==> config.mk <==
export PLATFORM = sky130hd
export DESIGN_NAME = psmc_top
export DESIGN_NICKNAME = d
export VERILOG_FILES = /design/src/inc/psmc_pkg.sv /design/src/verilog/psmc_top.sv
export SDC_FILE = /design/constraint.sdc
export NUM_CORES = 1
export LEC_CHECK = 0
export ABC_AREA = 1
export BUFFER_PORTS_ARGS = -buffer_cell sky130_fd_sc_hd__buf_4
export CAP_MARGIN = 20
export CORE_UTILIZATION = 65
export CTS_CLUSTER_DIAMETER = 100
export CTS_CLUSTER_SIZE = 28
export DETAILED_ROUTE_END_ITERATION = 12
export GPL_TIMING_DRIVEN = 0
export PLACE_DENSITY_LB_ADDON = 0.3
export SKIP_CTS_REPAIR_TIMING = 1
export SLEW_MARGIN = 20
export SYNTH_ARGS = -nofsm -noshare
export SYNTH_HDL_FRONTEND = slang
export SYNTH_SLANG_ARGS = --single-unit
==> constraint.sdc <==
create_clock -name clk_sys -period 13 [get_ports clk_sys]
set_input_delay 1.3 -clock clk_sys [delete_from_list [all_inputs] [get_ports clk_sys]]
set_output_delay 1.3 -clock clk_sys [all_outputs]
set_load 0.01 [all_outputs]
==> src/inc/psmc_pkg.sv <==
// Package of constants and types for the pressure sensor mode controller.
package psmc_pkg;
	// ****************************************************************
	// Register map and fields
	// ****************************************************************
	localparam logic [7:0] ADDR_RATE_AVG_CTRL = 8'h10;
	localparam logic [7:0] ADDR_SINGLE_CTRL   = 8'h11;
	localparam logic [7:0] ADDR_PRESS_XL      = 8'h28;
	localparam logic [7:0] ADDR_PRESS_L       = 8'h29;
	localparam logic [7:0] ADDR_PRESS_H       = 8'h2a;
	localparam logic [7:0] ADDR_TEMP_L        = 8'h2b;
	localparam logic [7:0] ADDR_TEMP_H        = 8'h2c;
	localparam int         RATE_LSB           = 3;
	localparam int         AVG_LSB            = 0;
	localparam int         SINGLE_BIT         = 0;
	localparam logic [3:0] RATE_RESET         = 4'h0;
	localparam logic [3:0] RATE_POWER_DOWN    = 4'h0;
	localparam logic [2:0] AVG_RESET          = 3'h0;

	// ****************************************************************
	// Timing
	// ****************************************************************
	localparam int CLK_MHZ      = 100;
	localparam int TICK_US      = 1;
	localparam int TICK_CYCLES  = TICK_US * CLK_MHZ;
	localparam int BOOT_TIME_MS = 10;
	localparam int BOOT_TICKS   = BOOT_TIME_MS * 1000 / TICK_US;
	localparam int US_W         = 20;

	typedef logic [US_W-1:0] psmc_us_t;

	typedef enum logic [1:0] {
		PSMC_BOOT,
		PSMC_PDOWN,
		PSMC_SINGLE,
		PSMC_CONT
	} psmc_mode_e;

	typedef struct packed {
		logic [23:0] press;
		logic [15:0] temp;
	} psmc_sample_s;

	// Typical conversion time in microseconds per averaging code.
	function automatic psmc_us_t conv_us(input logic [2:0] avg);
		case (avg)
			3'h0:    conv_us = psmc_us_t'(1200);
			3'h1:    conv_us = psmc_us_t'(1500);
			3'h2:    conv_us = psmc_us_t'(2400);
			3'h3:    conv_us = psmc_us_t'(3400);
			3'h4:    conv_us = psmc_us_t'(5400);
			3'h5:    conv_us = psmc_us_t'(9400);
			default: conv_us = psmc_us_t'(33400);
		endcase
	endfunction : conv_us

	// Output period in microseconds per rate code, rounded down.
	function automatic psmc_us_t period_us(input logic [3:0] rate);
		case (rate)
			4'h1:    period_us = psmc_us_t'(1000000);
			4'h2:    period_us = psmc_us_t'(250000);
			4'h3:    period_us = psmc_us_t'(100000);
			4'h4:    period_us = psmc_us_t'(40000);
			4'h5:    period_us = psmc_us_t'(20000);
			4'h6:    period_us = psmc_us_t'(13333);
			4'h7:    period_us = psmc_us_t'(10000);
			default: period_us = psmc_us_t'(5000);
		endcase
	endfunction : period_us
endpackage : psmc_pkg

==> src/verilog/psmc_top.sv <==
// Operating-mode controller of a barometric pressure and temperature sensor.
module psmc_top #(
	parameter int TICK_CYCLES = psmc_pkg::TICK_CYCLES,
	parameter int BOOT_TICKS  = psmc_pkg::BOOT_TICKS
) (
	input  wire  logic                   clk_sys,
	input  wire  logic                   sys_rst,
	input  wire  logic [7:0]             reg_addr,
	input  wire  logic                   reg_wr,
	input  wire  logic [7:0]             reg_wdata,
	input  wire  logic                   reg_rd,
	output logic       [7:0]             reg_rdata,
	output logic                         reg_rvalid,
	input  wire  psmc_pkg::psmc_sample_s adc_sample,
	output logic                         afe_enable,
	output logic                         sample_done,
	output psmc_pkg::psmc_mode_e         mode
);
	// The divider is 16 bits and the boot counter shares the 20-bit microsecond width.
	if (TICK_CYCLES < 1 || TICK_CYCLES > 65535 || BOOT_TICKS < 1 || BOOT_TICKS > 1048575) begin : g_bad_timing
		$error("psmc_top: timing parameters out of range");
	end

	// ****************************************************************
	// Microsecond tick divider
	// ****************************************************************
	logic [15:0] div_q;
	logic        tick;
	assign tick = (div_q == 16'(TICK_CYCLES - 1));
	always_ff @(posedge clk_sys or posedge sys_rst) begin
		if (sys_rst) begin
			div_q <= 16'h0000;
		end else begin
			div_q <= tick ? 16'h0000 : div_q + 16'h0001;
		end
	end

	// ****************************************************************
	// Register decode
	// ****************************************************************
	logic [3:0]             rate_q;
	logic [2:0]             avg_q;
	logic                   single_q;
	psmc_pkg::psmc_sample_s out_q;
	psmc_pkg::psmc_mode_e   mode_q;
	wire logic wr_ctrl1;
	wire logic wr_ctrl2;
	wire logic wr_single;
	wire logic [7:0] rd_mux;
	assign wr_ctrl1  = reg_wr && (reg_addr == psmc_pkg::ADDR_RATE_AVG_CTRL);
	assign wr_ctrl2  = reg_wr && (reg_addr == psmc_pkg::ADDR_SINGLE_CTRL);
	assign wr_single = wr_ctrl2 && reg_wdata[psmc_pkg::SINGLE_BIT] && (mode_q != psmc_pkg::PSMC_CONT);
	assign rd_mux =
		(reg_addr == psmc_pkg::ADDR_RATE_AVG_CTRL) ? {1'b0, rate_q, avg_q} :
		(reg_addr == psmc_pkg::ADDR_SINGLE_CTRL)   ? {7'h00, single_q} :
		(reg_addr == psmc_pkg::ADDR_PRESS_XL)      ? out_q.press[7:0] :
		(reg_addr == psmc_pkg::ADDR_PRESS_L)       ? out_q.press[15:8] :
		(reg_addr == psmc_pkg::ADDR_PRESS_H)       ? out_q.press[23:16] :
		(reg_addr == psmc_pkg::ADDR_TEMP_L)        ? out_q.temp[7:0] :
		(reg_addr == psmc_pkg::ADDR_TEMP_H)        ? out_q.temp[15:8] :
		8'h00;

	always_ff @(posedge clk_sys or posedge sys_rst) begin
		if (sys_rst) begin
			reg_rdata  <= 8'h00;
			reg_rvalid <= 1'b0;
		end else begin
			reg_rdata  <= reg_rd ? rd_mux : reg_rdata;
			reg_rvalid <= reg_rd;
		end
	end

	// Configuration is only ever changed by the host, never by a mode change.
	always_ff @(posedge clk_sys or posedge sys_rst) begin
		if (sys_rst) begin
			rate_q <= psmc_pkg::RATE_RESET;
			avg_q  <= psmc_pkg::AVG_RESET;
		end else if (wr_ctrl1) begin
			rate_q <= reg_wdata[psmc_pkg::RATE_LSB +: 4];
			avg_q  <= reg_wdata[psmc_pkg::AVG_LSB +: 3];
		end
	end

	// ****************************************************************
	// Mode sequencer
	// ****************************************************************
	psmc_pkg::psmc_mode_e mode_d;
	psmc_pkg::psmc_us_t   boot_q;
	psmc_pkg::psmc_us_t   conv_q;
	psmc_pkg::psmc_us_t   per_q;
	logic                 conv_run_q;
	wire logic rate_on;
	wire logic boot_end;
	wire logic conv_end;
	wire logic per_end;
	wire logic start_cont;
	wire logic single_end;
	wire logic conv_start;
	wire logic conv_stop;
	assign rate_on    = (rate_q != psmc_pkg::RATE_POWER_DOWN);
	assign boot_end   = tick && (boot_q == psmc_pkg::psmc_us_t'(BOOT_TICKS - 1));
	// Greater-or-equal lets a conversion end even if the averaging code shrinks while it runs.
	assign conv_end   = conv_run_q && tick
		&& (conv_q >= psmc_pkg::conv_us(avg_q) - psmc_pkg::psmc_us_t'(1));
	assign per_end    = tick && (per_q == psmc_pkg::period_us(rate_q) - psmc_pkg::psmc_us_t'(1));
	assign start_cont = (mode_q == psmc_pkg::PSMC_PDOWN) && rate_on;
	assign single_end = (mode_q == psmc_pkg::PSMC_SINGLE) && conv_end;

	always_comb begin
		mode_d = mode_q;
		case (mode_q)
			psmc_pkg::PSMC_BOOT: begin
				if (boot_end) begin
					mode_d = psmc_pkg::PSMC_PDOWN;
				end
			end
			psmc_pkg::PSMC_PDOWN: begin
				if (rate_on) begin
					mode_d = psmc_pkg::PSMC_CONT;
				end else if (single_q) begin
					mode_d = psmc_pkg::PSMC_SINGLE;
				end
			end
			psmc_pkg::PSMC_SINGLE: begin
				if (conv_end) begin
					mode_d = psmc_pkg::PSMC_PDOWN;
				end
			end
			default: begin
				if (!rate_on) begin
					mode_d = psmc_pkg::PSMC_PDOWN;
				end
			end
		endcase
	end

	always_ff @(posedge clk_sys or posedge sys_rst) begin
		if (sys_rst) begin
			mode_q <= psmc_pkg::PSMC_BOOT;
			boot_q <= '0;
		end else begin
			mode_q <= mode_d;
			if (mode_q == psmc_pkg::PSMC_BOOT && tick) begin
				boot_q <= boot_q + psmc_pkg::psmc_us_t'(1);
			end
		end
	end

	// ****************************************************************
	// Period and conversion counters
	// ****************************************************************
	assign conv_start = start_cont
		|| (mode_q == psmc_pkg::PSMC_CONT && (per_end || wr_ctrl1) && rate_on)
		|| (mode_q == psmc_pkg::PSMC_PDOWN && !rate_on && single_q);
	assign conv_stop  = conv_end || (mode_d == psmc_pkg::PSMC_PDOWN);

	// A new rate or averaging code restarts the period, so a stale count never overruns.
	always_ff @(posedge clk_sys or posedge sys_rst) begin
		if (sys_rst) begin
			per_q <= '0;
		end else if (mode_q != psmc_pkg::PSMC_CONT || wr_ctrl1 || per_end) begin
			per_q <= '0;
		end else if (tick) begin
			per_q <= per_q + psmc_pkg::psmc_us_t'(1);
		end
	end

	always_ff @(posedge clk_sys or posedge sys_rst) begin
		if (sys_rst) begin
			conv_run_q <= 1'b0;
			conv_q     <= '0;
		end else if (conv_start) begin
			conv_run_q <= 1'b1;
			conv_q     <= '0;
		end else if (conv_stop) begin
			conv_run_q <= 1'b0;
			conv_q     <= '0;
		end else if (conv_run_q && tick) begin
			conv_q <= conv_q + psmc_pkg::psmc_us_t'(1);
		end
	end

	// ****************************************************************
	// Request flag and output data
	// ****************************************************************
	// A request written in the completing cycle wins over the self-clear.
	always_ff @(posedge clk_sys or posedge sys_rst) begin
		if (sys_rst) begin
			single_q <= 1'b0;
		end else if (wr_single) begin
			single_q <= 1'b1;
		end else if (single_end) begin
			single_q <= 1'b0;
		end
	end

	always_ff @(posedge clk_sys or posedge sys_rst) begin
		if (sys_rst) begin
			out_q       <= '0;
			sample_done <= 1'b0;
			afe_enable  <= 1'b0;
			mode        <= psmc_pkg::PSMC_BOOT;
		end else begin
			out_q       <= conv_end ? adc_sample : out_q;
			sample_done <= conv_end;
			afe_enable  <= (mode_d != psmc_pkg::PSMC_PDOWN) && (mode_d != psmc_pkg::PSMC_BOOT);
			mode        <= mode_d;
		end
	end
endmodule : psmc_top

==> qor.csv, run 1 <==
metric;value;unit
average routed wire per standard cell;15.3;µm
RSZ-0062 raised after global routing;false;
capture point of the worst reg-to-reg path;conv_q[2];
Hold Path Origin;div_q[0];
sequential area share after synthesis;44.5;%
clock tree from TritonCTS;built;
via-per-instance ratio;5.79;
summed area of non-filler cells in the final layout;9110;µm²
total power draw;0.979;mW
Syn. warnings;0;
Max Fclk;0.313;GHz
most used flip-flop cell after synthesis;sky130_fd_sc_hd__dfrtp_1;
crit path launch type;flop;
htree depth;4;
number of nets produced by synthesis;1117;
syn_area_per_cell;7.47;µm²
maximum resistive drop on vdd;93.8;µV
Final Setup Violations;0;
total routing resource utilization after global routing;33.3;%
Core Footprint;11500;µm²
Starting Density;67.4;%
final weighted congestion in routability-driven placement;0.898;
pin count of the biggest net entering global routing;76;
Syn-to-layout area delta;17.5;%
die outline area;12400;µm²
Iter 0 DRT Violations;664;
number of antenna violations at the first check in global routing;0;
number of cells on the worst reg-to-reg path;19;
number of flops mapped to enable cells by yosys;0;
post-synthesis sequential element count;138;
later-pin clock latency in the skew report;0.43;ns
period utilisation layout;24.6;%
fraction of synthesis flops using an asynchronous set or reset pin;100;%
crit path max fanout;10;
Buffers & Inverters on Critical Path;3;
total of max-cap violations;0;
hold endpoint;div_q[0];
result of the run;complete, no violations;
mapped cell area;7760;µm²
area taken by flip-flops and latches;3450;µm²
Pre-antenna DRT Iters;6;
Port-buffer cells;71;
total overflow reported by the global router;0;
fraction of final layout cells with drive strength greater than 1;12.3;%
total negative slack for setup checks;0;ns
class of the tightest hold or removal check;reg2reg;
Register-to-Register Setup Slack;9.81;ns
CP max stage delay;0.41;ns
critical-path cell list;clkbuf_1 -> inv_1 -> nand2_1 -> nand3_1 -> ha_1 -> nand2_1 -> nand2_1 -> nand2_1 -> nand2_1 -> nand2_1 -> nand2_1 -> nand2_1 -> nand3_1 -> nand2_1 -> nand2_1 -> nand3_2 -> clkbuf_1 -> nand4_1 -> nand2_1;
total vias in the final route;7446;
cell accounting for the most synthesized area;sky130_fd_sc_hd__dfrtp_1;
Hold Path Stages;1;
worst rel slew slack;47.0;%
HPWL Detailed;13700;µm
number of unique standard cell types used by synthesis;42;
cell seen most often among critical-path stages;sky130_fd_sc_hd__nand2_1;
total power density per cell area;107;nW/µm²
area taken by multi-input logic gates;3800;µm²
endpoint class of the critical path;flop;
die extent in x;111;µm
dominant cells by area after synthesis;sky130_fd_sc_hd__dfrtp_1, sky130_fd_sc_hd__nand2_1, sky130_fd_sc_hd__nor2_1;
number of nets still failing antenna checks after routing;0;
floorplan row count;39;
fraction of synthesized cell area taken by the top area cell type;44.5;%
Clock Skew;0.00766;ns
via count of the first global-routing pass;7054;
final-report hold violation count;0;
critical register-to-register path startpoint;avg_q[1];
fillcell total;781;
number of buffers created by CTS;17;
path type of the worst setup path;reg2reg;
CP required;13.36;ns
DRC violations left;0;
buffer type at the clock tree root;sky130_fd_sc_hd__clkbuf_16;
maximum number of buffers from clock root to sink;2;
number of antenna repair diodes;0;
slew at the pin closest to its max-slew limit;0.788;ns
Crit path max-delay family;simple AND/OR/NAND/NOR gates;
I/O pin cnt;73;
max-slew violation count;0;
dpl cell area;8500;µm²
cell type of the slowest stage on the worst timing path;sky130_fd_sc_hd__clkbuf_1;
final wirelength;19700;µm
arrival time of data at the critical path endpoint;3.56;ns
synthesized netlist cell count;1039;
leakage power;4.77;nW
die span in y;111;µm
Nets;1208;
post-layout minimum cycle time;3.19;ns
clk sink count;138;
first-pass GRT wire length;32700;µm
post-CTS clock slew at the launch and capture registers of the worst setup and hold paths;0.06;ns
-- flip-flops by register name, indices dropped and copies added (netlist names) --
register and cells:
div_q 16, conv_run_q 1, mode 2, conv_q 20, reg_rdata 8, out_q 40, single_q 1, afe_enable 1
per_q 20, avg_q 3, boot_q 20, rate_q 4, sample_done 1, reg_rvalid 1
-- cells in the mapped netlist, drive strengths merged, types with 10 or more instances --
master,instances
clkbuf,16
nor3,28
o21ai,30
xor2,36
nand4,45
dfrtp,138
nand2,359
inv,105
xnor2,10
ha,18
nor2,114
a21oi,33
nand3,70
-- layout by cell type (no fill, tap or decap), drive strengths merged --
| master | count |
|---|---|
| a221oi | 2 |
| xor2 | 36 |
| o41ai | 1 |
| o21a | 1 |
| clkinv | 4 |
| inv | 108 |
| nand2 | 359 |
| a21o | 1 |
| o21ai | 30 |
| nand3 | 70 |
| a21oi | 33 |
| a211oi | 2 |
| o211ai | 2 |
| bufinv | 2 |
| nor3b | 2 |
| o2111ai | 1 |
| nor4 | 8 |
| a31oi | 2 |
| a22o | 1 |
| nor3 | 28 |
| conb | 1 |
| nand4 | 45 |
| ha | 18 |
| buf | 80 |
| clkinvlp | 5 |
| dfrtp | 138 |
| clkbuf | 35 |
| xnor2 | 10 |
| a32o | 1 |
| nor2 | 114 |
| nand3b | 2 |
-- per-stage QoR --
stage                     utilization, %  setup slack, ns  std cells  hold WS [ns]
after floorplan                        -             8.00       1039         0.433
after global placement              73.5             6.55       1253         0.452
after detailed placement            73.8             9.54       1254         0.451
after CTS                           78.9             9.89       1285         0.459
after global routing                79.1             9.53       1285         0.471
final                               79.1             9.81       1285         0.463
-- cell families (layout without fill, tap and decap cells) --
group | after synthesis | after routing | synth area share (%)
compound gates | 77 | 77 | 5.65
xor+xnor | 46 | 46 | 5.19
fa+ha+maj | 18 | 18 | 2.90
buf+inv | 131 | 234 | 6.74
flops | 138 | 138 | 44.5
other cells | 1 | 1 | 0.0483
simple gates | 628 | 628 | 34.9
-- cell type report --
| class | count | area share, % |
|---|---|---|
| Timing Repair Buffer | 72 | 6.15 |
| Clock buffer | 19 | 4.86 |
| Inverter | 107 | 4.49 |
| Sequential cell | 138 | 37.9 |
| Multi-Input combinational cell | 770 | 41.7 |
| Clock inverter | 12 | 1.55 |
| Buffer | 24 | 1.33 |
| Tap cell | 143 | 1.96 |
-- worst max path at each step --
stage,cells after the start,endpoint,start
6_report,19,conv_q[2],avg_q[1]
4_1_cts,19,conv_q[2],avg_q[1]
2_1_floorplan,1,afe_enable,sys_rst
5_1_grt,19,conv_q[2],avg_q[1]
3_3_place_gp,2,boot_q[15],sys_rst
3_5_place_dp,14,conv_q[6],reg_addr[7]
-- power by group --
group | leakage, nW | total, mW | switching, mW | internal [mW]
Clock | 0.269 | 0.486 | 0.198 | 0.288
Sequential | 1.85 | 0.437 | 0.00379 | 0.433
Combinational | 2.65 | 0.0557 | 0.0331 | 0.0226
-- metal layers --
metal | up-vias | wire (µm) | track usage [%]
met4 | 0 | 640 | 15.9
li1 | 3535 | - | -
met2 | 336 | 9510 | 55.3
met5 | - | 0 | 0
met1 | 3506 | 8210 | 41.5
met3 | 69 | 1350 | 7.05
Power figures use the tool's default switching activity.
==> run 2: changes to the inputs <==
--- a/config.mk
+++ b/config.mk
@@ -8,7 +8,7 @@
 export ABC_AREA = 1
 export BUFFER_PORTS_ARGS = -buffer_cell sky130_fd_sc_hd__buf_4
 export CAP_MARGIN = 20
-export CORE_UTILIZATION = 65
+export CORE_UTILIZATION = 54
 export CTS_CLUSTER_DIAMETER = 100
 export CTS_CLUSTER_SIZE = 28
 export DETAILED_ROUTE_END_ITERATION = 12
==> constraint.sdc (replaced) <==
create_clock -name clk_sys -period 2.9 [get_ports clk_sys]
set_input_delay 0.29 -clock clk_sys [delete_from_list [all_inputs] [get_ports clk_sys]]
set_output_delay 0.29 -clock clk_sys [all_outputs]
set_load 0.01 [all_outputs]
==> qor.csv, run 2 (same netlist as run 1, synthesis figures left out) <==
metric;value;unit
pin count of the biggest net entering global routing;32;
cell type of the slowest stage on the worst timing path;sky130_fd_sc_hd__dfrtp_1;
Hold Path Stages;3;
Hold Path Origin;adc_sample[26];
Most flops, register;out_q;
final wirelength;19100;µm
fillcell total;1155;
Max Fclk;0.367;GHz
maximum number of buffers from clock root to sink;2;
fraction of final layout cells with drive strength greater than 1;13.9;%
Port-buffer cells;71;
total power density per cell area;471;nW/µm²
Buffers & Inverters on Critical Path;3;
die span in y;122;µm
htree depth;4;
via-per-instance ratio;5.40;
number of antenna repair diodes;0;
die extent in x;122;µm
Clock Skew;0.0131;ns
HPWL Detailed;13700;µm
I/O pin cnt;73;
number of antenna violations at the first check in global routing;0;
slew at the pin closest to its max-slew limit;1.07;ns
arrival time of data at the critical path endpoint;3.05;ns
DRC violations left;0;
Core Footprint;13900;µm²
most common cell after layout, fill and taps aside;sky130_fd_sc_hd__nand2_1;
class of the tightest hold or removal check;in2reg;
floorplan row count;43;
period utilisation layout;94.1;%
endpoint class of the critical path;flop;
Largest register FFs;40;
critical register-to-register path startpoint;avg_q[0];
critical-path cell list;inv_1 -> nor2_2 -> nand2_1 -> nand3_1 -> inv_1 -> ha_1 -> nand2_1 -> nor2_1 -> nand2_1 -> nand3b_1 -> nand3_2 -> nand4_1 -> clkbuf_2 -> nand3_1 -> nor2_1 -> nand2_1 -> nand2_1;
later-pin clock latency in the skew report;0.43;ns
buffer type at the clock tree root;sky130_fd_sc_hd__clkbuf_16;
final weighted congestion in routability-driven placement;0.921;
Iter 0 DRT Violations;501;
capture point of the worst reg-to-reg path;conv_q[8];
post-layout minimum cycle time;2.73;ns
path type of the worst setup path;reg2reg;
crit path max fanout;10;
total vias in the final route;7199;
Syn-to-layout area delta;19.9;%
hold endpoint;out_q[26];
die outline area;14800;µm²
highest-count cells in the layout ignoring fill and taps;sky130_fd_sc_hd__nand2_1, sky130_fd_sc_hd__dfrtp_1, sky130_fd_sc_hd__nor2_1;
average routed wire per standard cell;14.3;µm
number of buffers created by CTS;17;
total routing resource utilization after global routing;27.3;%
Starting Density;55.7;%
utilization of the core after routing;66.8;%
Final Setup Violations;0;
number of nets still failing antenna checks after routing;0;
smallest hold slack;0.0446;ns
total of max-cap violations;0;
number of cells on the worst reg-to-reg path;17;
crit path launch type;flop;
CP max stage delay;0.40;ns
leakage power;4.87;nW
Nets;1217;
Crit path max-delay family;simple AND/OR/NAND/NOR gates;
maximum resistive drop on vdd;446;µV
cell seen most often among critical-path stages;sky130_fd_sc_hd__nand2_1;
final-report hold violation count;0;
result of the run;complete, no violations;
Register-to-Register Setup Slack;0.17;ns
max-slew violation count;0;
Pre-antenna DRT Iters;4;
total overflow reported by the global router;0;
post-CTS clock slew at the launch and capture registers of the worst setup and hold paths;0.07;ns
via count of the first global-routing pass;6653;
worst rel slew slack;28.1;%
clk sink count;138;
CP required;3.22;ns
clock tree from TritonCTS;built;
first-pass GRT wire length;31400;µm
==> run 2: how the worst max path moves through the flow <==
stage	cells after the start	start	endpoint	slack [ns]
floorplan	19	avg_q[2]	conv_q[0]	0.43
global placement	19	avg_q[1]	conv_q[7]	-0.15
detailed placement	19	avg_q[1]	conv_q[3]	-0.22
CTS	19	avg_q[1]	conv_q[3]	-0.27
global route	17	avg_q[0]	conv_q[8]	-0.05
finish	17	avg_q[0]	conv_q[8]	0.17
==> run 2: per-layer routing <==
layer / track usage (%) / vias up / share of wire, %
met5: 0 / - / 0
met4: 10.5 / 0 / 2.4
met3: 5.90 / 36 / 5.2
met2: 44.7 / 235 / 49
met1: 35.1 / 3375 / 43
li1: - / 3553 / -
==> run 2: layout make-up <==
type | instances | area, µm² | area share, %
repair buffers | 83 | 678 | 7.29
flip-flops and latches | 138 | 3450 | 37.1
inverters | 107 | 405 | 4.36
multi-input cells | 770 | 3840 | 41.3
well taps | 180 | 225 | 2.42
clock buffers | 17 | 425 | 4.57
clock inverters | 15 | 158 | 1.69
plain buffers | 22 | 119 | 1.28
==> run 2: power by group <==
| group | switching, mW | internal, mW |
|---|---|---|
| Sequential | 0.0200 | 1.94 |
| Clock | 0.946 | 1.21 |
| Combinational | 0.147 | 0.112 |
==> run 2: worst min-delay path: stages <==
cell and delay [ns]:
sky130_fd_sc_hd__buf_4 0.08, sky130_fd_sc_hd__nand2_1 0.04, sky130_fd_sc_hd__nand2_1 0.04
==> run 2: metrics by stage <==
step | setup TNS [ns] | std cells | instance area, µm² | power, mW | setup WS [ns]
6_report | 0 | 1332 | 9300 | 4.38 | 0.172
5_1_grt | -0.218 | 1332 | 9300 | 4.52 | -0.0453
4_1_cts | -4.44 | 1326 | 9190 | 4.39 | -0.267
3_5_place_dp | -3.06 | 1294 | 8600 | 2.25 | -0.216
3_3_place_gp | -2.03 | 1290 | 8520 | 2.23 | -0.155
2_1_floorplan | 0 | 1039 | 7760 | 2.12 | 0.426
==> run 3: changes to the inputs <==
--- a/config.mk
+++ b/config.mk
@@ -5,13 +5,13 @@
 export SDC_FILE = /design/constraint.sdc
 export NUM_CORES = 1
 export LEC_CHECK = 0
-export ABC_AREA = 1
 export BUFFER_PORTS_ARGS = -buffer_cell sky130_fd_sc_hd__buf_4
 export CAP_MARGIN = 20
 export CORE_UTILIZATION = 54
 export CTS_CLUSTER_DIAMETER = 100
 export CTS_CLUSTER_SIZE = 28
 export DETAILED_ROUTE_END_ITERATION = 12
+export GPL_ROUTABILITY_DRIVEN = 0
 export GPL_TIMING_DRIVEN = 0
 export PLACE_DENSITY_LB_ADDON = 0.3
 export SKIP_CTS_REPAIR_TIMING = 1
==> qor.csv, run 3 <==
metric;value;unit
result of the run;finished with violations;
violations in the final reports;setup timing;
total power draw;4.71;mW
number of nets still failing antenna checks after routing;0;
post-placement setup slack;-0.598;ns
post-CTS clock slew at the launch and capture registers of the worst setup and hold paths;0.06;ns
Final Setup Violations;50;
pin count of the biggest net entering global routing;33;
total routing resource utilization after global routing;26.9;%
clock tree from TritonCTS;built;
share of total power in the clock network;43.9;%
switching power as a share of total power;26.7;%
Nets;925;
HPWL Detailed;12700;µm
max-slew violation count;0;
number of buffers created by CTS;17;
worst rel slew slack;47.1;%
first-pass GRT wire length;29700;µm
buffer type at the clock tree root;sky130_fd_sc_hd__clkbuf_16;
DRC violations left;0;
later-pin clock latency in the skew report;0.43;ns
number of unique standard cell types used by synthesis;67;
Psw;1.26;mW
total of max-cap violations;0;
die span in y;118;µm
crit path launch type;flop;
die extent in x;118;µm
synthesized netlist cell count;727;
class of the tightest hold or removal check;in2reg;
Iter 0 DRT Violations;526;
smallest hold slack;0.0851;ns
period utilisation layout;111;%
slew at the pin closest to its max-slew limit;0.788;ns
Clock Skew;0.0100;ns
Starting Density;55.3;%
leakage power;4.17;nW
floorplan row count;42;
Most flops, register;out_q;
arrival time of data at the critical path endpoint;3.56;ns
htree depth;4;
post-layout worst setup margin;-0.307;ns
average routed wire per standard cell;18.0;µm
Max Fclk;0.312;GHz
fraction of final layout cells with drive strength greater than 1;30.0;%
most numerous cell types in the synthesized netlist;sky130_fd_sc_hd__dfrtp_1, sky130_fd_sc_hd__nor2_1, sky130_fd_sc_hd__nand2_1, sky130_fd_sc_hd__mux2_2, sky130_fd_sc_hd__a21oi_1;
leading cell type by number of instances after synthesis;sky130_fd_sc_hd__dfrtp_1;
number of flops mapped to enable cells by yosys;0;
Largest register FFs;40;
mapped cell area;7320;µm²
Syn-to-layout area delta;26.1;%
post-layout minimum cycle time;3.21;ns
number of antenna repair diodes;0;
path type of the worst setup path;reg2reg;
most used flip-flop cell after synthesis;sky130_fd_sc_hd__dfrtp_1;
Core Footprint;13200;µm²
utilization of the core after routing;69.7;%
CP required;3.25;ns
total vias in the final route;6103;
clk sink count;138;
highest-count cells in the layout ignoring fill and taps;sky130_fd_sc_hd__dfrtp_1, sky130_fd_sc_hd__buf_4, sky130_fd_sc_hd__nor2_1;
post-synthesis sequential element count;138;
number of nets produced by synthesis;805;
final-report hold violation count;0;
dominant cells by area after synthesis;sky130_fd_sc_hd__dfrtp_1, sky130_fd_sc_hd__mux2_2, sky130_fd_sc_hd__xnor2_1;
fraction of synthesis flops using an asynchronous set or reset pin;100;%
I/O pin cnt;73;
RSZ-0062 raised after global routing;true;
die outline area;14000;µm²
syn_area_per_cell;10.1;µm²
maximum resistive drop on vdd;453;µV
via-per-instance ratio;5.89;
fraction of synthesized cell area taken by the top area cell type;47.2;%
maximum number of buffers from clock root to sink;2;
total overflow reported by the global router;0;
P_int;3.45;mW
sequential area share after synthesis;47.2;%
total power density per cell area;510;nW/µm²
endpoint class of the critical path;flop;
final wirelength;18700;µm
Pre-antenna DRT Iters;5;
relative contribution of combinational cells to total power;13.5;%
most common cell after layout, fill and taps aside;sky130_fd_sc_hd__dfrtp_1;
cell accounting for the most synthesized area;sky130_fd_sc_hd__dfrtp_1;
Reg power frac;42.6;%
Port-buffer cells;71;
Syn. warnings;0;
number of antenna violations at the first check in global routing;0;
crit path max fanout;6;
via count of the first global-routing pass;6103;
==> run 3: cell count changes in the layout (fill, tap and decap cells not counted), sizes merged, moves of 33 or more <==
cell and delta:
nand2 -295, inv -92, mux2 +56, nor2 -44, nand3 -41, nand4 -33
==> run 3: layout make-up <==
type                            instances  area, µm²
Tap cell                              176        220
Timing Repair Buffer                  104        871
Inverter                               17       67.6
Clock inverter                         13        118
Clock buffer                           19        443
Multi-Input combinational cell        533       3860
Sequential cell                       138       3460
Buffer                                 36        196
Fill cell                             962       4010
==> run 3: path summary, 6_finish.rpt <==
kind	startpoint	endpoint	slack, ns	cells past startpoint
max reg2reg	div_q[0]	conv_q[16]	-0.31	10
min reg2reg	boot_q[19]	boot_q[19]	0.48	1
max in group asynchronous	sys_rst	out_q[17]	1.86	5
min in group asynchronous	sys_rst	out_q[35]	0.37	3
min	adc_sample[35]	out_q[35]	0.09	2
max	div_q[0]	conv_q[16]	-0.31	10
==> run 3: metal layers <==
metal | vias to the layer above | wire length [µm] | share of wire [%] | track usage, %
met1 | 2998 | 7850 | 42 | 34.3
met3 | 49 | 1150 | 6.1 | 7.05
met5 | - | 0 | 0 | 0
met4 | 0 | 494 | 2.6 | 11.3
li1 | 2825 | - | - | -
met2 | 231 | 9200 | 49 | 43.4
==> run 3: critical path, cell delays in order (launching register included) <==
cell and delay (ns):
sky130_fd_sc_hd__dfrtp_1 0.41, sky130_fd_sc_hd__ha_4 0.17, sky130_fd_sc_hd__or4b_4 0.48, sky130_fd_sc_hd__nor4_4 0.32, sky130_fd_sc_hd__nand2_2 0.12, sky130_fd_sc_hd__or4_4 0.56, sky130_fd_sc_hd__nor4_4 0.22, sky130_fd_sc_hd__buf_4 0.18
sky130_fd_sc_hd__nor3_4 0.05, sky130_fd_sc_hd__or4b_4 0.49, sky130_fd_sc_hd__a21oi_2 0.13
==> run 3: metrics by stage <==
stage,setup TNS (ns),cells,instance area [µm²]
after floorplan,0,727,7330
after global placement,-31.29,974,8080
after detailed placement,-33.19,979,8210
after CTS,-35.77,1011,8770
after global routing,-14.78,1036,9230
final,-7.35,1036,9230
==> run 3: cell families after synthesis <==
group,after synthesis,synth area share (%)
xor gates and xnor gates,56,6.70
AOI/OAI and AO/OA,113,9.96
muxes,61,9.47
DFF,138,47.2
and+or+nand+nor,284,20.6
adders and majority gates,18,3.08
buffers and inverters,56,2.99
other,1,0.0512
==> run 3: power groups by stage <==
stage          Combinational [mW]  Clock [mW]  Sequential (mW)
6_report                    0.638        2.07             2.01
5_1_grt                     0.691        2.17             2.01
4_1_cts                     0.522        2.09             2.00
3_5_place_dp                0.516           0             2.04
3_3_place_gp                0.482           0             2.04
2_1_floorplan               0.274           0             2.04
